### src/verilog/ssis_pkg.sv
// shared constants and types of the serial status and interrupt block
package ssis_pkg;

  // register port geometry
  localparam int ADDR_W     = 8;
  localparam int DATA_W     = 32;
  localparam int NUM_SRC    = 12;
  localparam int NUM_STICKY = 5;
  localparam int CNT_W_DEF  = 16;

  // register byte offsets
  localparam logic [ADDR_W-1:0] OFS_STATUS   = 8'h00;
  localparam logic [ADDR_W-1:0] OFS_IRQ_SET  = 8'h04;
  localparam logic [ADDR_W-1:0] OFS_IRQ_CLR  = 8'h08;
  localparam logic [ADDR_W-1:0] OFS_IRQ_MASK = 8'h0C;

  // status bit positions, bits 0 to 11 also enable, disable and mask bit positions
  localparam int BIT_TX_FREE    = 0;
  localparam int BIT_TX_DRAINED = 1;
  localparam int BIT_TX_DMA_END = 2;
  localparam int BIT_TX_BUF_MT  = 3;
  localparam int BIT_RX_AVAIL   = 4;
  localparam int BIT_OVERRUN    = 5;
  localparam int BIT_RX_DMA_END = 6;
  localparam int BIT_RX_BUF_FUL = 7;
  localparam int BIT_CP0        = 8;
  localparam int BIT_CP1        = 9;
  localparam int BIT_TX_SYNC    = 10;
  localparam int BIT_RX_SYNC    = 11;
  localparam int BIT_TX_ON      = 16;
  localparam int BIT_RX_ON      = 17;

  // positions inside the sticky flag vector
  localparam int STK_OVERRUN = 0;
  localparam int STK_CP0     = 1;
  localparam int STK_CP1     = 2;
  localparam int STK_TX_SYNC = 3;
  localparam int STK_RX_SYNC = 4;

  // reset values
  localparam logic [NUM_SRC-1:0]    MASK_RESET  = 12'h000;
  localparam logic [NUM_STICKY-1:0] FLAG_RESET  = 5'h00;
  localparam logic [DATA_W-1:0]     RDATA_RESET = 32'h00000000;

  typedef enum {SSIS_SEL_STATUS, SSIS_SEL_SET, SSIS_SEL_CLR, SSIS_SEL_MASK, SSIS_SEL_NONE}
    ssis_sel_e;

  // address decode shared by the read and write paths
  function automatic ssis_sel_e ssis_decode(input logic [ADDR_W-1:0] addr);
    ssis_sel_e sel;
    sel = SSIS_SEL_NONE;
    case (addr)
      OFS_STATUS:   sel = SSIS_SEL_STATUS;
      OFS_IRQ_SET:  sel = SSIS_SEL_SET;
      OFS_IRQ_CLR:  sel = SSIS_SEL_CLR;
      OFS_IRQ_MASK: sel = SSIS_SEL_MASK;
      default:      sel = SSIS_SEL_NONE;
    endcase
    return sel;
  endfunction

endpackage

### src/verilog/ssis_bits_if.sv
// set/clear/value bundle between the top and its bit-store modules
interface ssis_bits_if #(parameter int W = 1);
  logic [W-1:0] set;
  logic [W-1:0] clr;
  logic [W-1:0] q;
  modport ctrl  (output set, output clr, input q);
  modport store (input set, input clr, output q);
endinterface

### src/verilog/ssis_sticky_flags.sv
// sticky event flags, set wins over clear
module ssis_sticky_flags import ssis_pkg::*; #(
  parameter int W = NUM_STICKY
) (
  // clock and reset
  input wire logic  clock,
  input wire logic  arst_n,
  input wire logic  clk_en,
  // flag bundle
  ssis_bits_if.store bits
);

  logic [W-1:0] flag_r;
  logic [W-1:0] flag_nxt;

  genvar i;
  generate
    for (i = 0; i < W; i++) begin : g_flag
      always_comb begin
        flag_nxt[i] = flag_r[i];
        if (clk_en) begin
          flag_nxt[i] = bits.set[i] | (flag_r[i] & ~bits.clr[i]);
        end
      end
    end
  endgenerate

  always_ff @(posedge clock or negedge arst_n) begin
    if (!arst_n) begin
      flag_r <= FLAG_RESET[W-1:0];
    end else begin
      flag_r <= flag_nxt;
    end
  end

  assign bits.q = flag_r;

  chk_set_beats_clear: assert property (@(posedge clock) disable iff (!arst_n)
    (clk_en && (bits.set != '0)) |=> ((flag_r & $past(bits.set)) == $past(bits.set)))
    else $error("event lost against a simultaneous clear");

endmodule

### src/verilog/ssis_mask_reg.sv
// interrupt mask with separate set and clear write ports
module ssis_mask_reg import ssis_pkg::*; #(
  parameter int W = NUM_SRC
) (
  // clock and reset
  input wire logic  clock,
  input wire logic  arst_n,
  input wire logic  clk_en,
  // mask bundle
  ssis_bits_if.store bits
);

  logic [W-1:0] mask_r;
  logic [W-1:0] mask_nxt;

  always_comb begin
    mask_nxt = mask_r;
    if (clk_en) begin
      mask_nxt = (mask_r | bits.set) & ~bits.clr;
    end
  end

  always_ff @(posedge clock or negedge arst_n) begin
    if (!arst_n) begin
      mask_r <= MASK_RESET[W-1:0];
    end else begin
      mask_r <= mask_nxt;
    end
  end

  assign bits.q = mask_r;

endmodule

### src/verilog/ssis_top.sv
// status flags, interrupt mask and register port of the serial controller
module ssis_top import ssis_pkg::*; #(
  parameter int CNT_W = CNT_W_DEF
) (
  // clock and reset
  input  wire logic              clock,
  input  wire logic              arst_n,
  input  wire logic              clk_en,
  // register port
  input  wire logic [ADDR_W-1:0] reg_addr,
  input  wire logic [DATA_W-1:0] reg_wdata,
  input  wire logic              reg_wr,
  input  wire logic              reg_rd,
  output logic      [DATA_W-1:0] reg_rdata,
  // transmit side state
  input  wire logic              transmit_holding_free,
  input  wire logic              transmit_all_drained,
  input  wire logic              transmit_dma_end,
  input  wire logic [CNT_W-1:0]  transmit_dma_counter,
  input  wire logic [CNT_W-1:0]  transmit_dma_next_counter,
  input  wire logic              transmitter_on,
  // receive side state
  input  wire logic              receive_word_available,
  input  wire logic              receive_dma_end,
  input  wire logic [CNT_W-1:0]  receive_dma_counter,
  input  wire logic [CNT_W-1:0]  receive_dma_next_counter,
  input  wire logic              receive_word_loaded,
  input  wire logic              receive_holding_word_read,
  input  wire logic              receiver_on,
  // event pulses
  input  wire logic              compare_zero_hit,
  input  wire logic              compare_one_hit,
  input  wire logic              transmit_frame_sync_seen,
  input  wire logic              receive_frame_sync_seen,
  // interrupt
  output logic                   irq
);

  ssis_bits_if #(.W(NUM_STICKY)) flag_bus ();
  ssis_bits_if #(.W(NUM_SRC))    mask_bus ();

  ssis_sel_e          sel;
  logic               status_read;
  logic               rx_pending_r;
  logic               rx_pending_nxt;
  logic               overrun_evt;
  logic               rx_bufs_zero;
  logic               tx_bufs_zero;
  logic [NUM_SRC-1:0] wdata_src;
  logic [NUM_SRC-1:0] mask_q;
  logic [DATA_W-1:0]  status_word;
  logic [DATA_W-1:0]  rdata_r;
  logic [DATA_W-1:0]  rdata_nxt;

  ssis_sticky_flags #(.W(NUM_STICKY)) u_flags (
    .clock  (clock),
    .arst_n (arst_n),
    .clk_en (clk_en),
    .bits   (flag_bus.store)
  );

  ssis_mask_reg #(.W(NUM_SRC)) u_mask (
    .clock  (clock),
    .arst_n (arst_n),
    .clk_en (clk_en),
    .bits   (mask_bus.store)
  );

  assign sel         = ssis_decode(reg_addr);
  assign status_read = clk_en && reg_rd && (sel == SSIS_SEL_STATUS);
  assign wdata_src   = reg_wdata[NUM_SRC-1:0];
  assign mask_q      = mask_bus.q;

  // dma counter views
  assign rx_bufs_zero = (receive_dma_counter == '0) && (receive_dma_next_counter == '0);
  assign tx_bufs_zero = (transmit_dma_counter == '0) && (transmit_dma_next_counter == '0);

  // unread word tracking for overrun
  always_comb begin
    rx_pending_nxt = rx_pending_r;
    if (clk_en) begin
      rx_pending_nxt = receive_word_loaded | (rx_pending_r & ~receive_holding_word_read);
    end
  end

  always_ff @(posedge clock or negedge arst_n) begin
    if (!arst_n) begin
      rx_pending_r <= 1'b0;
    end else begin
      rx_pending_r <= rx_pending_nxt;
    end
  end

  // read of the old word in the load cycle counts as taken in time
  assign overrun_evt = receive_word_loaded & rx_pending_r & ~receive_holding_word_read;

  // sticky flag sources, all cleared by a status read
  always_comb begin
    flag_bus.set              = '0;
    flag_bus.set[STK_OVERRUN] = overrun_evt;
    flag_bus.set[STK_CP0]     = compare_zero_hit;
    flag_bus.set[STK_CP1]     = compare_one_hit;
    flag_bus.set[STK_TX_SYNC] = transmit_frame_sync_seen;
    flag_bus.set[STK_RX_SYNC] = receive_frame_sync_seen;
    flag_bus.clr              = {NUM_STICKY{status_read}};
  end

  // mask writes, only the low source bits are taken
  always_comb begin
    mask_bus.set = '0;
    mask_bus.clr = '0;
    if (reg_wr && (sel == SSIS_SEL_SET)) begin
      mask_bus.set = wdata_src;
    end
    if (reg_wr && (sel == SSIS_SEL_CLR)) begin
      mask_bus.clr = wdata_src;
    end
  end

  // status word assembly
  always_comb begin
    status_word                 = '0;
    status_word[BIT_TX_FREE]    = transmit_holding_free;
    status_word[BIT_TX_DRAINED] = transmit_all_drained;
    status_word[BIT_TX_DMA_END] = transmit_dma_end;
    status_word[BIT_TX_BUF_MT]  = tx_bufs_zero;
    status_word[BIT_RX_AVAIL]   = receive_word_available;
    status_word[BIT_OVERRUN]    = flag_bus.q[STK_OVERRUN];
    status_word[BIT_RX_DMA_END] = receive_dma_end;
    status_word[BIT_RX_BUF_FUL] = rx_bufs_zero;
    status_word[BIT_CP0]        = flag_bus.q[STK_CP0];
    status_word[BIT_CP1]        = flag_bus.q[STK_CP1];
    status_word[BIT_TX_SYNC]    = flag_bus.q[STK_TX_SYNC];
    status_word[BIT_RX_SYNC]    = flag_bus.q[STK_RX_SYNC];
    status_word[BIT_TX_ON]      = transmitter_on;
    status_word[BIT_RX_ON]      = receiver_on;
  end

  // read data, valid only in the cycle after the strobe
  always_comb begin
    rdata_nxt = rdata_r;
    if (clk_en) begin
      rdata_nxt = RDATA_RESET;
      if (reg_rd) begin
        case (sel)
          SSIS_SEL_STATUS: rdata_nxt = status_word;
          SSIS_SEL_MASK:   rdata_nxt = {{(DATA_W-NUM_SRC){1'b0}}, mask_q};
          default:         rdata_nxt = RDATA_RESET;
        endcase
      end
    end
  end

  always_ff @(posedge clock or negedge arst_n) begin
    if (!arst_n) begin
      rdata_r <= RDATA_RESET;
    end else begin
      rdata_r <= rdata_nxt;
    end
  end

  assign reg_rdata = rdata_r;
  assign irq       = |(status_word[NUM_SRC-1:0] & mask_q);

  chk_rxbuf_full_read: assert property (@(posedge clock) disable iff (!arst_n)
    status_read |=> (reg_rdata[BIT_RX_BUF_FUL] == $past(rx_bufs_zero)))
    else $error("receive buffer full bit wrong");

  chk_cp0_sticky: assert property (@(posedge clock) disable iff (!arst_n)
    (clk_en && compare_zero_hit) |=> status_word[BIT_CP0])
    else $error("compare zero flag not set");

  chk_cp0_read_clear: assert property (@(posedge clock) disable iff (!arst_n)
    (status_read && !compare_zero_hit) |=> !status_word[BIT_CP0])
    else $error("compare zero flag survives status read");

  chk_cp1_sticky: assert property (@(posedge clock) disable iff (!arst_n)
    (clk_en && compare_one_hit && !status_read) |=>
      status_word[BIT_CP1] ##1 (status_word[BIT_CP1] || $past(status_read)))
    else $error("compare one flag not held");

  chk_tx_sync_sticky: assert property (@(posedge clock) disable iff (!arst_n)
    (clk_en && transmit_frame_sync_seen) |=>
      status_word[BIT_TX_SYNC] ##1 (status_word[BIT_TX_SYNC] || $past(status_read)))
    else $error("tx sync flag dropped before status read");

  chk_rx_sync_clear: assert property (@(posedge clock) disable iff (!arst_n)
    $fell(status_word[BIT_RX_SYNC]) |-> $past(status_read))
    else $error("rx sync flag cleared without status read");

  chk_tx_on_view: assert property (@(posedge clock) disable iff (!arst_n)
    status_read |=> (reg_rdata[BIT_TX_ON] == $past(transmitter_on)))
    else $error("transmitter enable bit wrong");

  chk_rx_on_view: assert property (@(posedge clock) disable iff (!arst_n)
    status_read |=> (reg_rdata[BIT_RX_ON] == $past(receiver_on)))
    else $error("receiver enable bit wrong");

  chk_mask_set_bits: assert property (@(posedge clock) disable iff (!arst_n)
    (clk_en && reg_wr && (sel == SSIS_SEL_SET)) |=>
      (((mask_q & $past(wdata_src)) == $past(wdata_src)) &&
       (((mask_q ^ $past(mask_q)) & ~$past(wdata_src)) == '0)))
    else $error("mask set write wrong");

  chk_mask_clr_bits: assert property (@(posedge clock) disable iff (!arst_n)
    (clk_en && reg_wr && (sel == SSIS_SEL_CLR)) |=>
      (((mask_q & $past(wdata_src)) == '0) &&
       (((mask_q ^ $past(mask_q)) & ~$past(wdata_src)) == '0)))
    else $error("mask clear write wrong");

  chk_mask_readback: assert property (@(posedge clock) disable iff (!arst_n)
    (clk_en && reg_rd && (sel == SSIS_SEL_MASK)) |=>
      (reg_rdata == {{(DATA_W-NUM_SRC){1'b0}}, $past(mask_q)}))
    else $error("mask read back wrong");

  chk_layout_low: assert property (@(posedge clock) disable iff (!arst_n)
    status_read |=> ((reg_rdata[BIT_TX_FREE] == $past(transmit_holding_free)) &&
                     (reg_rdata[BIT_RX_AVAIL] == $past(receive_word_available))))
    else $error("status layout wrong");

  chk_overrun_irq: assert property (@(posedge clock) disable iff (!arst_n)
    (clk_en && reg_wr && (sel == SSIS_SEL_SET) && reg_wdata[BIT_OVERRUN] &&
     status_word[BIT_OVERRUN]) |=> irq)
    else $error("enabled overrun does not interrupt");

  chk_overrun_set: assert property (@(posedge clock) disable iff (!arst_n)
    (clk_en && receive_word_loaded && rx_pending_r && !receive_holding_word_read) |=>
      status_word[BIT_OVERRUN])
    else $error("overrun not flagged");

  chk_irq_masked: assert property (@(posedge clock) disable iff (!arst_n)
    (clk_en && reg_wr && (sel == SSIS_SEL_CLR) && (reg_wdata[NUM_SRC-1:0] == 12'hFFF))
      |=> !irq)
    else $error("interrupt with all sources disabled");

  chk_upper_zero: assert property (@(posedge clock) disable iff (!arst_n)
    (clk_en && reg_rd && (sel == SSIS_SEL_MASK)) |=> (reg_rdata[DATA_W-1:NUM_SRC] == '0))
    else $error("reserved mask bits not zero");

  chk_cp1_read_clear: assert property (@(posedge clock) disable iff (!arst_n)
    (status_read && !compare_one_hit) |=> !status_word[BIT_CP1])
    else $error("compare one flag survives status read");

  chk_tx_sync_clear: assert property (@(posedge clock) disable iff (!arst_n)
    (status_read && !transmit_frame_sync_seen) |=> !status_word[BIT_TX_SYNC])
    else $error("tx sync flag survives status read");

  chk_rx_sync_sticky: assert property (@(posedge clock) disable iff (!arst_n)
    (clk_en && receive_frame_sync_seen) |=> status_word[BIT_RX_SYNC])
    else $error("rx sync flag not set");

  chk_cp0_held: assert property (@(posedge clock) disable iff (!arst_n)
    $fell(status_word[BIT_CP0]) |-> $past(status_read))
    else $error("compare zero flag cleared without status read");

  chk_txbuf_empty_read: assert property (@(posedge clock) disable iff (!arst_n)
    status_read |=> (reg_rdata[BIT_TX_BUF_MT] == (($past(transmit_dma_counter) == '0) &&
                     ($past(transmit_dma_next_counter) == '0))))
    else $error("transmit buffer empty bit wrong");

  chk_status_reserved: assert property (@(posedge clock) disable iff (!arst_n)
    status_read |=> ((reg_rdata[BIT_TX_ON-1:NUM_SRC] == '0) &&
                     (reg_rdata[DATA_W-1:BIT_RX_ON+1] == '0)))
    else $error("reserved status bits not zero");

  chk_overrun_quiet: assert property (@(posedge clock) disable iff (!arst_n)
    (!status_word[BIT_OVERRUN] && !(receive_word_loaded && rx_pending_r)) |=>
      !status_word[BIT_OVERRUN])
    else $error("overrun flagged without an overwrite");

  chk_mask_frozen: assert property (@(posedge clock) disable iff (!arst_n)
    !clk_en |=> (mask_q == $past(mask_q)))
    else $error("mask changed while frozen");

  chk_rdata_frozen: assert property (@(posedge clock) disable iff (!arst_n)
    !clk_en |=> $stable(reg_rdata))
    else $error("read data changed while frozen");

  chk_rdata_idle_zero: assert property (@(posedge clock) disable iff (!arst_n)
    (clk_en && !reg_rd) |=> (reg_rdata == '0))
    else $error("read data not zero outside a read");

  chk_wo_ports_zero: assert property (@(posedge clock) disable iff (!arst_n)
    (clk_en && reg_rd && ((sel == SSIS_SEL_SET) || (sel == SSIS_SEL_CLR))) |=>
      (reg_rdata == '0))
    else $error("write-only port read not zero");

  chk_irq_none_enabled: assert property (@(posedge clock) disable iff (!arst_n)
    (mask_q == '0) |-> !irq)
    else $error("interrupt with empty mask");

  chk_overrun_irq_level: assert property (@(posedge clock) disable iff (!arst_n)
    (status_word[BIT_OVERRUN] && mask_q[BIT_OVERRUN]) |-> irq)
    else $error("enabled overrun flag without interrupt");

endmodule

### config.mk
export PLATFORM = sky130hd
export DESIGN_NAME = ssis_top
export DESIGN_NICKNAME = d
export VERILOG_FILES = /design/src/verilog/ssis_pkg.sv /design/src/verilog/ssis_bits_if.sv /design/src/verilog/ssis_sticky_flags.sv /design/src/verilog/ssis_mask_reg.sv /design/src/verilog/ssis_top.sv
export SDC_FILE = /design/constraint.sdc
export NUM_CORES = 1
export LEC_CHECK = 0
export ABC_AREA = 1
export ABC_CLOCK_PERIOD_IN_PS = 1400
export BUFFER_PORTS_ARGS = -buffer_cell sky130_fd_sc_hd__buf_2
export CORE_UTILIZATION = 41
export DETAILED_ROUTE_END_ITERATION = 8
export GPL_TIMING_DRIVEN = 1
export HOLD_SLACK_MARGIN = 0.1
export PLACE_DENSITY = 0.78
export SKIP_LAST_GASP = 1
export SLEW_MARGIN = 20
export SYNTH_ARGS = -nofsm -noshare
export SYNTH_HDL_FRONTEND = slang
export SYNTH_HIERARCHICAL = 1
export SYNTH_SLANG_ARGS = --single-unit
### constraint.sdc
create_clock -name clock -period 1.4 [get_ports clock]
set_input_delay 0.35 -clock clock [delete_from_list [all_inputs] [get_ports clock]]
set_output_delay 0.35 -clock clock [all_outputs]
set_load 0.005 [all_outputs]
==> out/qor.csv, run 1 <==
metric;value;unit
drc;0;
max_freq;622.8;MHz
yosysWarnings;6;
dieArea;5609;µm²
reg2reg_from;u_mask/bits.q[6]$_DFFE_PN0P_;
cts.sinks;32;
diodes;0;
dp_hpwl;4266;µm
violations;setup timing;
tns;-0.2058;ns
peakVddDrop;0.0004045;V
cp-end-kind;output pin;
synth.avg_cell_area;6.314;µm²
multi_input_area;1084;µm²
pre_cts_slack;-0.1420;ns
die_w;74.89;µm
nFillCells;489;
core_area;5107;µm²
rr_endpoint;u_mask/bits.q[6]$_DFFE_PN0P_;
synth_top_area_share;36.76;%
stdcell_count;543;
totalWireLength;5402;µm
cts_root_buf;clkbuf_8;
final_nets;595;
worstSetupStartpointType;flip-flop;
grt_overflow;0;
powerDensity;653.0;nW/µm²
grt_pass1_wl;8445;µm
synth_cell_types;16;
seq_area;800.8;µm²
grt_max_degree;38;
syn_area;2178;µm²
synthArstFlopShare;100.0;%
htree_levels;2;
total_leakage_power;1.739;nW
synth_commonest_cells;134 x nand2_1, 72 x nor2_1, 42 x inv_1;
layout_worst_path_cycle_share;114.7;%
io_pins;155;
cp-endpoint;irq;
cts_buffers;5;
grt_pass1_vias;1964;
status;finished with violations;
stdcell_area;2944;µm²
grt.total_usage;20.40;%
cts_tree;done;
rsz0062_at_grt;yes;
synthCells;345;
synthTopCellsByArea;dfrtp_1 37%, nand2_1 23%, nor2_1 12%, inv_1 7.2%, buf_4 6.9%;
hp-class;in2reg;
post-route-util;57.64;%
yosys.area.top_type;dfrtp_1;
drive_above_1_share;30.66;%
antenna_found_initial;0;
critical_path_class;reg2out;
cp_max_fo;3;
vias;2370;
fp.dieH;74.89;µm
finClkSkew;0.005746;ns
synth_edf_count;0;
whs;0.2605;ns
synth_seq_cells;32;
fin_ws;-0.2058;ns
place_inst;534;
maxSlewViolCount;0;
place.gp.congestion;0.8194;
firstDrtPassIters;4;
finalCriticalPeriod;1.606;ns
drtAntennaViolNets;0;
start_util;42.65;%
path_clk_slew;0.06;ns
dpl_cell_area;2835;µm²
p_total;1.922;mW
arrival;1.26;ns
cp.required;1.05;ns
synthFlopType;dfrtp_1;
clkLatencyLatePin;0.28;ns
min_from;transmitter_on;
r2r_setup_slack;0.59;ns
ys_seq_area_share;36.76;%
numPortBuffers;116;
r2r_cells;5;
area_growth_syn_to_layout;35.15;%
synth.most_common_cell;nand2_1;
cts_buffer_depth;2;
cp-startpoint;u_mask/bits.q[4]$_DFFE_PN0P_;
rows;26;
viasPerCell;4.365;
wire_per_inst;9.948;µm
hold_viol_final;0;
drt_iter0_drc;70;
cap_violations;0;
setup_viol;1;
[per-layer routing]
| layer | up-vias | global-route usage (%) | share of wire (%) | wire [µm] |
|---|---|---|---|---|
| li1 | 1248 | - | - | - |
| met1 | 1024 | 23.00 | 42 | 2279 |
| met2 | 93 | 37.64 | 50 | 2703 |
| met3 | 5 | 4.953 | 6.8 | 367 |
| met4 | 0 | 6.709 | 0.94 | 51 |
| met5 | - | 0 | 0 | 0 |
[registers in the layout, summed over array words and instances (netlist names)]
name / flops
rx_pending_r: 1
u_flags/bits.q: 5
reg_rdata: 14
u_mask/bits.q: 12
[power by group]
| part | internal, mW | switching [mW] |
|---|---|---|
| Combinational | 0.154 | 0.163 |
| Clock | 0.337 | 0.319 |
| Sequential | 0.940 | 0.00978 |
[timing repair]
action / 4_1_cts / 5_1_grt
endpoints found under the setup margin: 1 / 2
hold buffers: 1 / 0
hold endpoints to repair: 7 / 0
setup buffers: 0 / 1
resized for setup: 0 / 4
pin swaps: 0 / 2
[worst max-delay path, cell delays in order, from the launching register on]
cell     delay [ns]
dfrtp_1        0.40
nand2_1        0.07
nand4_1        0.11
nor3_2         0.16
nand3_1        0.09
buf_2          0.14
[cells by family after synthesis]
family,after synthesis,share of synthesized area [%]
buffers and inverters,69,17.12
other,1,0.1721
flip-flops,32,36.76
AND/OR/NAND/NOR,242,45.66
AO/OA/AOI/OAI,1,0.2874
[cell usage in the layout, fill, tap and decap left out, drive strengths merged]
master       count
dfrtp           32
clkinv           1
nand4            4
buf            130
inv             42
dlygate4sd3      1
nand3           27
nand2          135
clkbuf           6
nor2            72
conb            18
a31oi            1
nor3             4
[how the worst min path moves through the flow]
stage | end | slack (ns) | cells past startpoint
3_3_place_gp | u_mask/bits.q[4]$_DFFE_PN0P_ | 0.22 | 1
5_1_grt | reg_rdata[16]$_DFFE_PN0P_ | 0.27 | 3
4_1_cts | reg_rdata[16]$_DFFE_PN0P_ | 0.26 | 3
2_1_floorplan | reg_rdata[0]$_DFFE_PN0P_ | 0.05 | 0
3_5_place_dp | u_mask/bits.q[5]$_DFFE_PN0P_ | 0.23 | 1
6_report | reg_rdata[16]$_DFFE_PN0P_ | 0.26 | 3
[cell type report]
cell class                      instances  share of cell area [%]
Clock buffer                            6                   2.465
Clock inverter                          1                  0.1700
Inverter                               42                   5.355
Multi-Input combinational cell        261                   36.80
Sequential cell                        32                   27.20
Tap cell                               70                   2.975
Timing Repair Buffer                  131                   25.03
No activity file was read; power rests on OpenSTA's default activity.
==> run 2: changes to the inputs <==
--- a/config.mk
+++ b/config.mk
@@ -5,10 +5,10 @@
 export SDC_FILE = /design/constraint.sdc
 export NUM_CORES = 1
 export LEC_CHECK = 0
-export ABC_AREA = 1
+export ABC_AREA = 0
 export ABC_CLOCK_PERIOD_IN_PS = 1400
 export BUFFER_PORTS_ARGS = -buffer_cell sky130_fd_sc_hd__buf_2
-export CORE_UTILIZATION = 41
+export CORE_UTILIZATION = 39
 export DETAILED_ROUTE_END_ITERATION = 8
 export GPL_TIMING_DRIVEN = 1
 export HOLD_SLACK_MARGIN = 0.1
==> run 2 against run 1 <==
The run still ends with setup timing left; non-clock buffer count is 25 higher; first-iteration DRC count is 30% higher; area after synthesis down 12%; synthesized cell count shrank 42%; critical path type unchanged; largest power group unchanged; highest routed layer unchanged.
==> out/qor.csv, run 2 <==
metric;value;unit;change
cp.required;1.05;ns;about the same
peakVddDrop;0.0004469;V;was 0.0004045 V
cts_root_buf;clkbuf_8;;unchanged
post-route-util;65.93;%;was 57.64%
path_clk_slew;0.06;ns;about the same
area_growth_syn_to_layout;61.83;%;was 35.15%
grt_pass1_wl;9411;µm;was 8445 µm
p_sw;0.5022;mW;was 0.4916 mW
cts_tree;done;;unchanged
grt_overflow;0;;unchanged
viasPerCell;5.090;;was 4.365
fp.dieH;72.25;µm;was 74.89 µm
maxSlewViolCount;0;;unchanged
total_leakage_power;1.561;nW;was 1.739 nW
synth_top_area_share;41.61;%;was 36.76%
final_common_cell;buf_2;;was nand2_1
fin_ws;-0.6379;ns;was -0.2058 ns
place.gp.congestion;0.7992;;was 0.8194
violations;setup timing;;unchanged
dieArea;5219;µm²;was 5609 µm²
yosysWarnings;6;;unchanged
synth.most_common_cell;dfrtp_1;;was nand2_1
dp_hpwl;4566;µm;was 4266 µm
firstDrtPassIters;4;;unchanged
largest_register_ffs;14;;unchanged
syn_area;1924;µm²;was 2178 µm²
ys_seq_area_share;41.61;%;was 36.76%
totalWireLength;6586;µm;was 5402 µm
drt_iter0_drc;91;;was 70
vias;2143;;was 2370
critPathMaxStageDelay;0.40;ns;about the same
worstSetupStartpointType;flip-flop;;unchanged
yosys.area.top_type;dfrtp_1;;unchanged
final_nets;476;;was 595
hold_viol_final;0;;unchanged
grt_pass1_vias;2011;;was 1964
hp-class;in2reg;;unchanged
pwr-share-clk;37.1;%;was 34.1%
place_inst;403;;was 534
die_w;72.25;µm;was 74.89 µm
p_total;2.052;mW;was 1.922 mW
setup_viol;32;;was 1
drive_above_1_share;61.58;%;was 30.66%
grt_max_degree;33;;was 38
cp_slowest_cell;dfrtp_1;;unchanged
synth.avg_cell_area;9.622;µm²;was 6.314 µm²
powerDensity;658.8;nW/µm²;was 653.0 nW/µm²
layout_worst_path_cycle_share;145.6;%;was 114.7%
cts_buffer_depth;2;;unchanged
synth_commonest_cells;32 x dfrtp_1, 24 x and2_1, 20 x buf_4;;was 134 x nand2_1, 72 x nor2_1, 42 x inv_1
status;finished with violations;;unchanged
combPwrFrac;16.5;%;about the same
rsz0062_at_grt;yes;;unchanged
tns;-12.79;ns;was -0.2058 ns
drtAntennaViolNets;0;;unchanged
synthCells;200;;was 345
layout_common_cells;115 x buf_2, 32 x dfrtp_1, 24 x buf_4;;was 134 x nand2_1, 116 x buf_2, 70 x nor2_1
drc;0;;unchanged
cts_buffers;5;;unchanged
start_util;40.74;%;was 42.65%
internal_power;1.549;mW;was 1.431 mW
stdcell_count;421;;was 543
clkLatencyLatePin;0.28;ns;about the same
finClkSkew;0.002802;ns;was 0.005746 ns
grt.total_usage;23.70;%;was 20.40%
core_area;4723;µm²;was 5107 µm²
wire_per_inst;15.64;µm;was 9.948 µm
critical_path_class;reg2out;;unchanged
antenna_found_initial;0;;unchanged
numPortBuffers;116;;unchanged
htree_levels;2;;unchanged
seqPwrFrac;46.3;%;was 49.4%
max_freq;490.7;MHz;was 622.8 MHz
synth_seq_cells;32;;unchanged
cp_cell_sequence;a22o_1 -> a221oi_2 -> nand4_1 -> a221o_1 -> buf_2;;was nand2_1 -> nand4_1 -> nor3_2 -> nand3_1 -> buf_2
diodes;0;;unchanged
synthTopCellsByArea;dfrtp_1 42%, and2_1 7.8%, buf_4 7.8%, a21oi_2 7.3%, nor4_1 5.2%;;was dfrtp_1 37%, nand2_1 23%, nor2_1 12%, inv_1 7.2%, buf_4 6.9%
nFillCells;337;;was 489
cp_max_fo;2;;was 3
synth_cell_types;28;;was 16
cp-end-kind;output pin;;unchanged
rows;25;;was 26
synthArstFlopShare;100.0;%;unchanged
cap_violations;0;;unchanged
io_pins;155;;unchanged
synthFlopType;dfrtp_1;;unchanged
cts.sinks;32;;unchanged
sw_frac_of_total;24.48;%;was 25.57%
finalCriticalPeriod;2.038;ns;was 1.606 ns
arrival;1.69;ns;was 1.26 ns
synth_edf_count;0;;unchanged
==> run 2: cell count changes after synthesis, sizes merged, moves of 17 or more <==
cell	previous run	this run
a21oi	0	24
and2	0	24
nor2	72	3
inv	42	13
nor4	0	17
nand3	27	0
nand2	135	10
==> run 2: stage by stage <==
step | hold WS (ns) | worst slack, ns | cell area (µm²)
after global routing | 0.2890 | -0.7157 | 3114
final | 0.2898 | -0.6379 | 3114
after global placement | 0.3907 | -0.6238 | 2691
after floorplan | 0.05441 | -0.5282 | 1997
after detailed placement | 0.3847 | -0.7092 | 2691
after CTS | 0.2835 | -0.6240 | 2973
==> run 2: final timing paths <==
kind | start | to | slack, ns | cells after the start
max | u_flags/bits.q[3]$_DFFE_PN0P_ | irq | -0.64 | 5
min | transmitter_on | reg_rdata[16]$_DFFE_PN0P_ | 0.29 | 3
max reg2reg | u_mask/bits.q[2]$_DFFE_PN0P_ | reg_rdata[2]$_DFFE_PN0P_ | 0.50 | 3
min reg2reg | rx_pending_r$_DFFE_PN0P_ | rx_pending_r$_DFFE_PN0P_ | 0.50 | 1
max in group asynchronous | arst_n | u_mask/bits.q[0]$_DFFE_PN0P_ | 0.49 | 3
min in group asynchronous | arst_n | reg_rdata[11]$_DFFE_PN0P_ | 0.62 | 3
==> run 2: timing repair <==
action / 4_1_cts / 5_1_grt
hold buffers: 1 / 0
endpoints found under the hold margin: 32 / 0
pin swaps: 3 / 17
cloned: 3 / 2
gates resized for setup: 24 / 37
setup buffers: 3 / 3
endpoints found under the setup margin: 32 / 32
==> run 2: layer usage <==
layer  GRT usage, %  wire length, µm  part of all wire (%)  vias up
met1          28.52             2615                    40     1027
met2          42.16             3494                    53      104
li1               -                -                     -     1001
met5              0                0                     0        -
met3          5.556              391                   5.9       11
met4          6.754               84                   1.3        0
==> run 2: power by group through the flow <==
stage / Clock (mW) / Combinational (mW) / Sequential (mW)
after floorplan: 0 / 0.124 / 0.967
after global placement: 0 / 0.302 / 0.965
after global routing: 0.814 / 0.370 / 0.951
final: 0.762 / 0.339 / 0.951
after CTS: 0.767 / 0.325 / 0.950
after detailed placement: 0 / 0.310 / 0.966
==> run 2: cell type report <==
cell class,instances,area (µm²),share of cell area (%)
well taps,67,83.83,2.692
repair buffers,156,991.0,31.82
clock buffers,7,96.34,3.094
multi-input cells,146,1094,35.11
flip-flops and latches,32,800.8,25.71
inverters,13,48.80,1.567
==> run 2: critical path: cells and delay by family, from the launching register on <==
kind	cells	cell delay, ns
compound gates	3	0.74
buf+inv	1	0.13
flops	1	0.40
simple gates	1	0.14
==> run 2: cells by family (layout without fill, tap and decap cells) <==
group                  Yosys count  after routing  share of synthesized area, %
other                            1             18                        0.1949
and+or+nand+nor                 68             68                         22.95
DFF                             32             32                         41.61
buffers and inverters           39            176                         12.48
AOI/OAI and AO/OA               60             60                         22.76
==> run 3: changes to the inputs <==
--- a/config.mk
+++ b/config.mk
@@ -13,7 +13,6 @@
 export GPL_TIMING_DRIVEN = 1
 export HOLD_SLACK_MARGIN = 0.1
 export PLACE_DENSITY = 0.78
-export SKIP_LAST_GASP = 1
 export SLEW_MARGIN = 20
 export SYNTH_ARGS = -nofsm -noshare
 export SYNTH_HDL_FRONTEND = slang
==> run 3 against run 2 <==
The run still ends with setup timing left; sequential power about the same; non-clock buffer count unchanged; critical endpoint unchanged; setup slack better by 0.0068 ns; flip-flop and latch count unchanged; die area unchanged; via count down 0.23%; largest cell class unchanged; highest routed layer unchanged.
==> out/qor.csv, run 3 (synthesis gave the netlist of run 2 again) <==
metric;value;unit;change
status;finished with violations;;unchanged
violations;setup timing;;unchanged
final_nets;476;;unchanged
rr_endpoint;reg_rdata[10]$_DFFE_PN0P_;;was reg_rdata[2]$_DFFE_PN0P_
area_growth_syn_to_layout;61.57;%;was 61.83%
rows;25;;unchanged
p_total;2.057;mW;was 2.052 mW
cts.sinks;32;;unchanged
drc;0;;unchanged
cts_root_buf;clkbuf_8;;unchanged
fin_ws;-0.6310;ns;was -0.6379 ns
whs;0.2879;ns;was 0.2898 ns
layout_worst_path_cycle_share;145.1;%;was 145.6%
max_freq;492.4;MHz;was 490.7 MHz
cp.required;1.05;ns;about the same
layout_common_cells;115 x buf_2, 32 x dfrtp_1, 25 x buf_4;;was 115 x buf_2, 32 x dfrtp_1, 24 x buf_4
worstSetupStartpointType;flip-flop;;unchanged
rsz0062_at_grt;yes;;unchanged
cts_buffer_depth;2;;unchanged
total_leakage_power;1.561;nW;about the same
largest_register_ffs;14;;unchanged
place.gp.congestion;0.7992;;unchanged
htree_levels;2;;unchanged
wire_per_inst;15.74;µm;was 15.64 µm
drt_iter0_drc;74;;was 91
cap_violations;0;;unchanged
firstDrtPassIters;4;;unchanged
hold_viol_final;0;;unchanged
hp-class;in2reg;;unchanged
finalCriticalPeriod;2.031;ns;was 2.038 ns
vias;2138;;was 2143
drive_above_1_share;61.86;%;was 61.58%
cp-end-kind;output pin;;unchanged
maxSlewViolCount;0;;unchanged
cp_max_fo;2;;unchanged
die_w;72.25;µm;unchanged
grt_pass1_vias;2011;;unchanged
r2r_setup_slack;0.48;ns;was 0.50 ns
min_to;reg_rdata[16]$_DFFE_PN0P_;;unchanged
pre_cts_slack;-0.7092;ns;unchanged
viasPerCell;5.078;;was 5.090
final_common_cell;buf_2;;unchanged
io_pins;155;;unchanged
grt_max_degree;33;;unchanged
grt.total_usage;23.70;%;unchanged
finClkSkew;0.004487;ns;was 0.002802 ns
grt_pass1_wl;9411;µm;unchanged
totalWireLength;6627;µm;was 6586 µm
r2r_cells;3;;unchanged
numPortBuffers;116;;unchanged
cts_tree;done;;unchanged
reg2reg_from;u_flags/bits.q[3]$_DFFE_PN0P_;;was u_mask/bits.q[2]$_DFFE_PN0P_
diodes;0;;unchanged
powerDensity;661.5;nW/µm²;was 658.8 nW/µm²
start_util;40.74;%;unchanged
dieArea;5219;µm²;unchanged
fp.dieH;72.25;µm;unchanged
drtAntennaViolNets;0;;unchanged
core_area;4723;µm²;unchanged
dp_hpwl;4566;µm;unchanged
arrival;1.68;ns;was 1.69 ns
peakVddDrop;0.0004166;V;was 0.0004469 V
grt_overflow;0;;unchanged
setup_viol;32;;unchanged
holdPathStages;3;;unchanged
min_from;transmitter_on;;unchanged
path_clk_slew;0.06;ns;about the same
critical_path_class;reg2out;;unchanged
antenna_found_initial;0;;unchanged
cts_buffers;5;;unchanged
clkLatencyLatePin;0.28;ns;about the same
post-route-util;65.83;%;was 65.93%
[run 3: cell counts in the layout (fill, tap and decap cells not counted)]
No cell type changed its count.
[run 3: final cells by class]
| class | instances | area [µm²] |
|---|---|---|
| multi-input cells | 146 | 1096 |
| flip-flops and latches | 32 | 800.8 |
| well taps | 67 | 83.83 |
| repair buffers | 156 | 983.4 |
| fillers | 343 | 1614 |
| inverters | 13 | 48.80 |
| clock buffers | 7 | 96.34 |
[run 3: report_power, final]
group          total (mW)  switching [mW]  internal, mW
registers           0.951          0.0109         0.940
logic               0.338           0.167         0.172
clock network       0.767           0.330         0.438
total                2.06           0.507          1.55
[run 3: routing by layer]
metal	vias to the layer above	part of all wire, %	GRT usage, %
met5	-	0	0
met3	11	6.3	5.556
met1	1015	39	28.52
li1	996	-	-
met4	0	1.4	6.754
met2	116	53	42.16
[run 3: through the flow]
stage          setup TNS, ns  area [µm²]  cells
6_report              -12.53        3109    421
5_1_grt               -13.38        3109    421
4_1_cts               -11.18        2973    417
3_5_place_dp          -18.84        2691    403
3_3_place_gp          -17.44        2691    403
2_1_floorplan         -11.77        1997    217
[run 3: repair_timing]
| action | 4_1_cts | 5_1_grt |
|---|---|---|
| pin swaps | 3 | 15 |
| endpoints found under the setup margin | 32 | 32 |
| endpoints found under the hold margin | 32 | 0 |
| resized for setup | 25 | 35 |
| gates cloned | 3 | 2 |
| setup buffers | 3 | 3 |
| hold buffers | 1 | 0 |
[run 3: worst max-delay path by stage]
stage,cells after the start,slack (ns),endpoint,startpoint
finish,5,-0.63,irq,u_flags/bits.q[3]$_DFFE_PN0P_
global route,5,-0.72,irq,u_flags/bits.q[3]$_DFFE_PN0P_
CTS,5,-0.62,irq,u_flags/bits.q[3]$_DFFE_PN0P_
detailed placement,8,-0.71,u_mask/bits.q[0]$_DFFE_PN0P_,reg_addr[7]
global placement,8,-0.62,u_mask/bits.q[0]$_DFFE_PN0P_,reg_addr[7]
floorplan,7,-0.53,u_mask/bits.q[1]$_DFFE_PN0P_,reg_addr[7]
[run 3: worst max-delay path, stage by stage (launching register included)]
cell	delay, ns
dfrtp_1	0.40
a22o_1	0.25
a221oi_2	0.21
nand4_1	0.14
a221o_1	0.28
buf_2	0.13
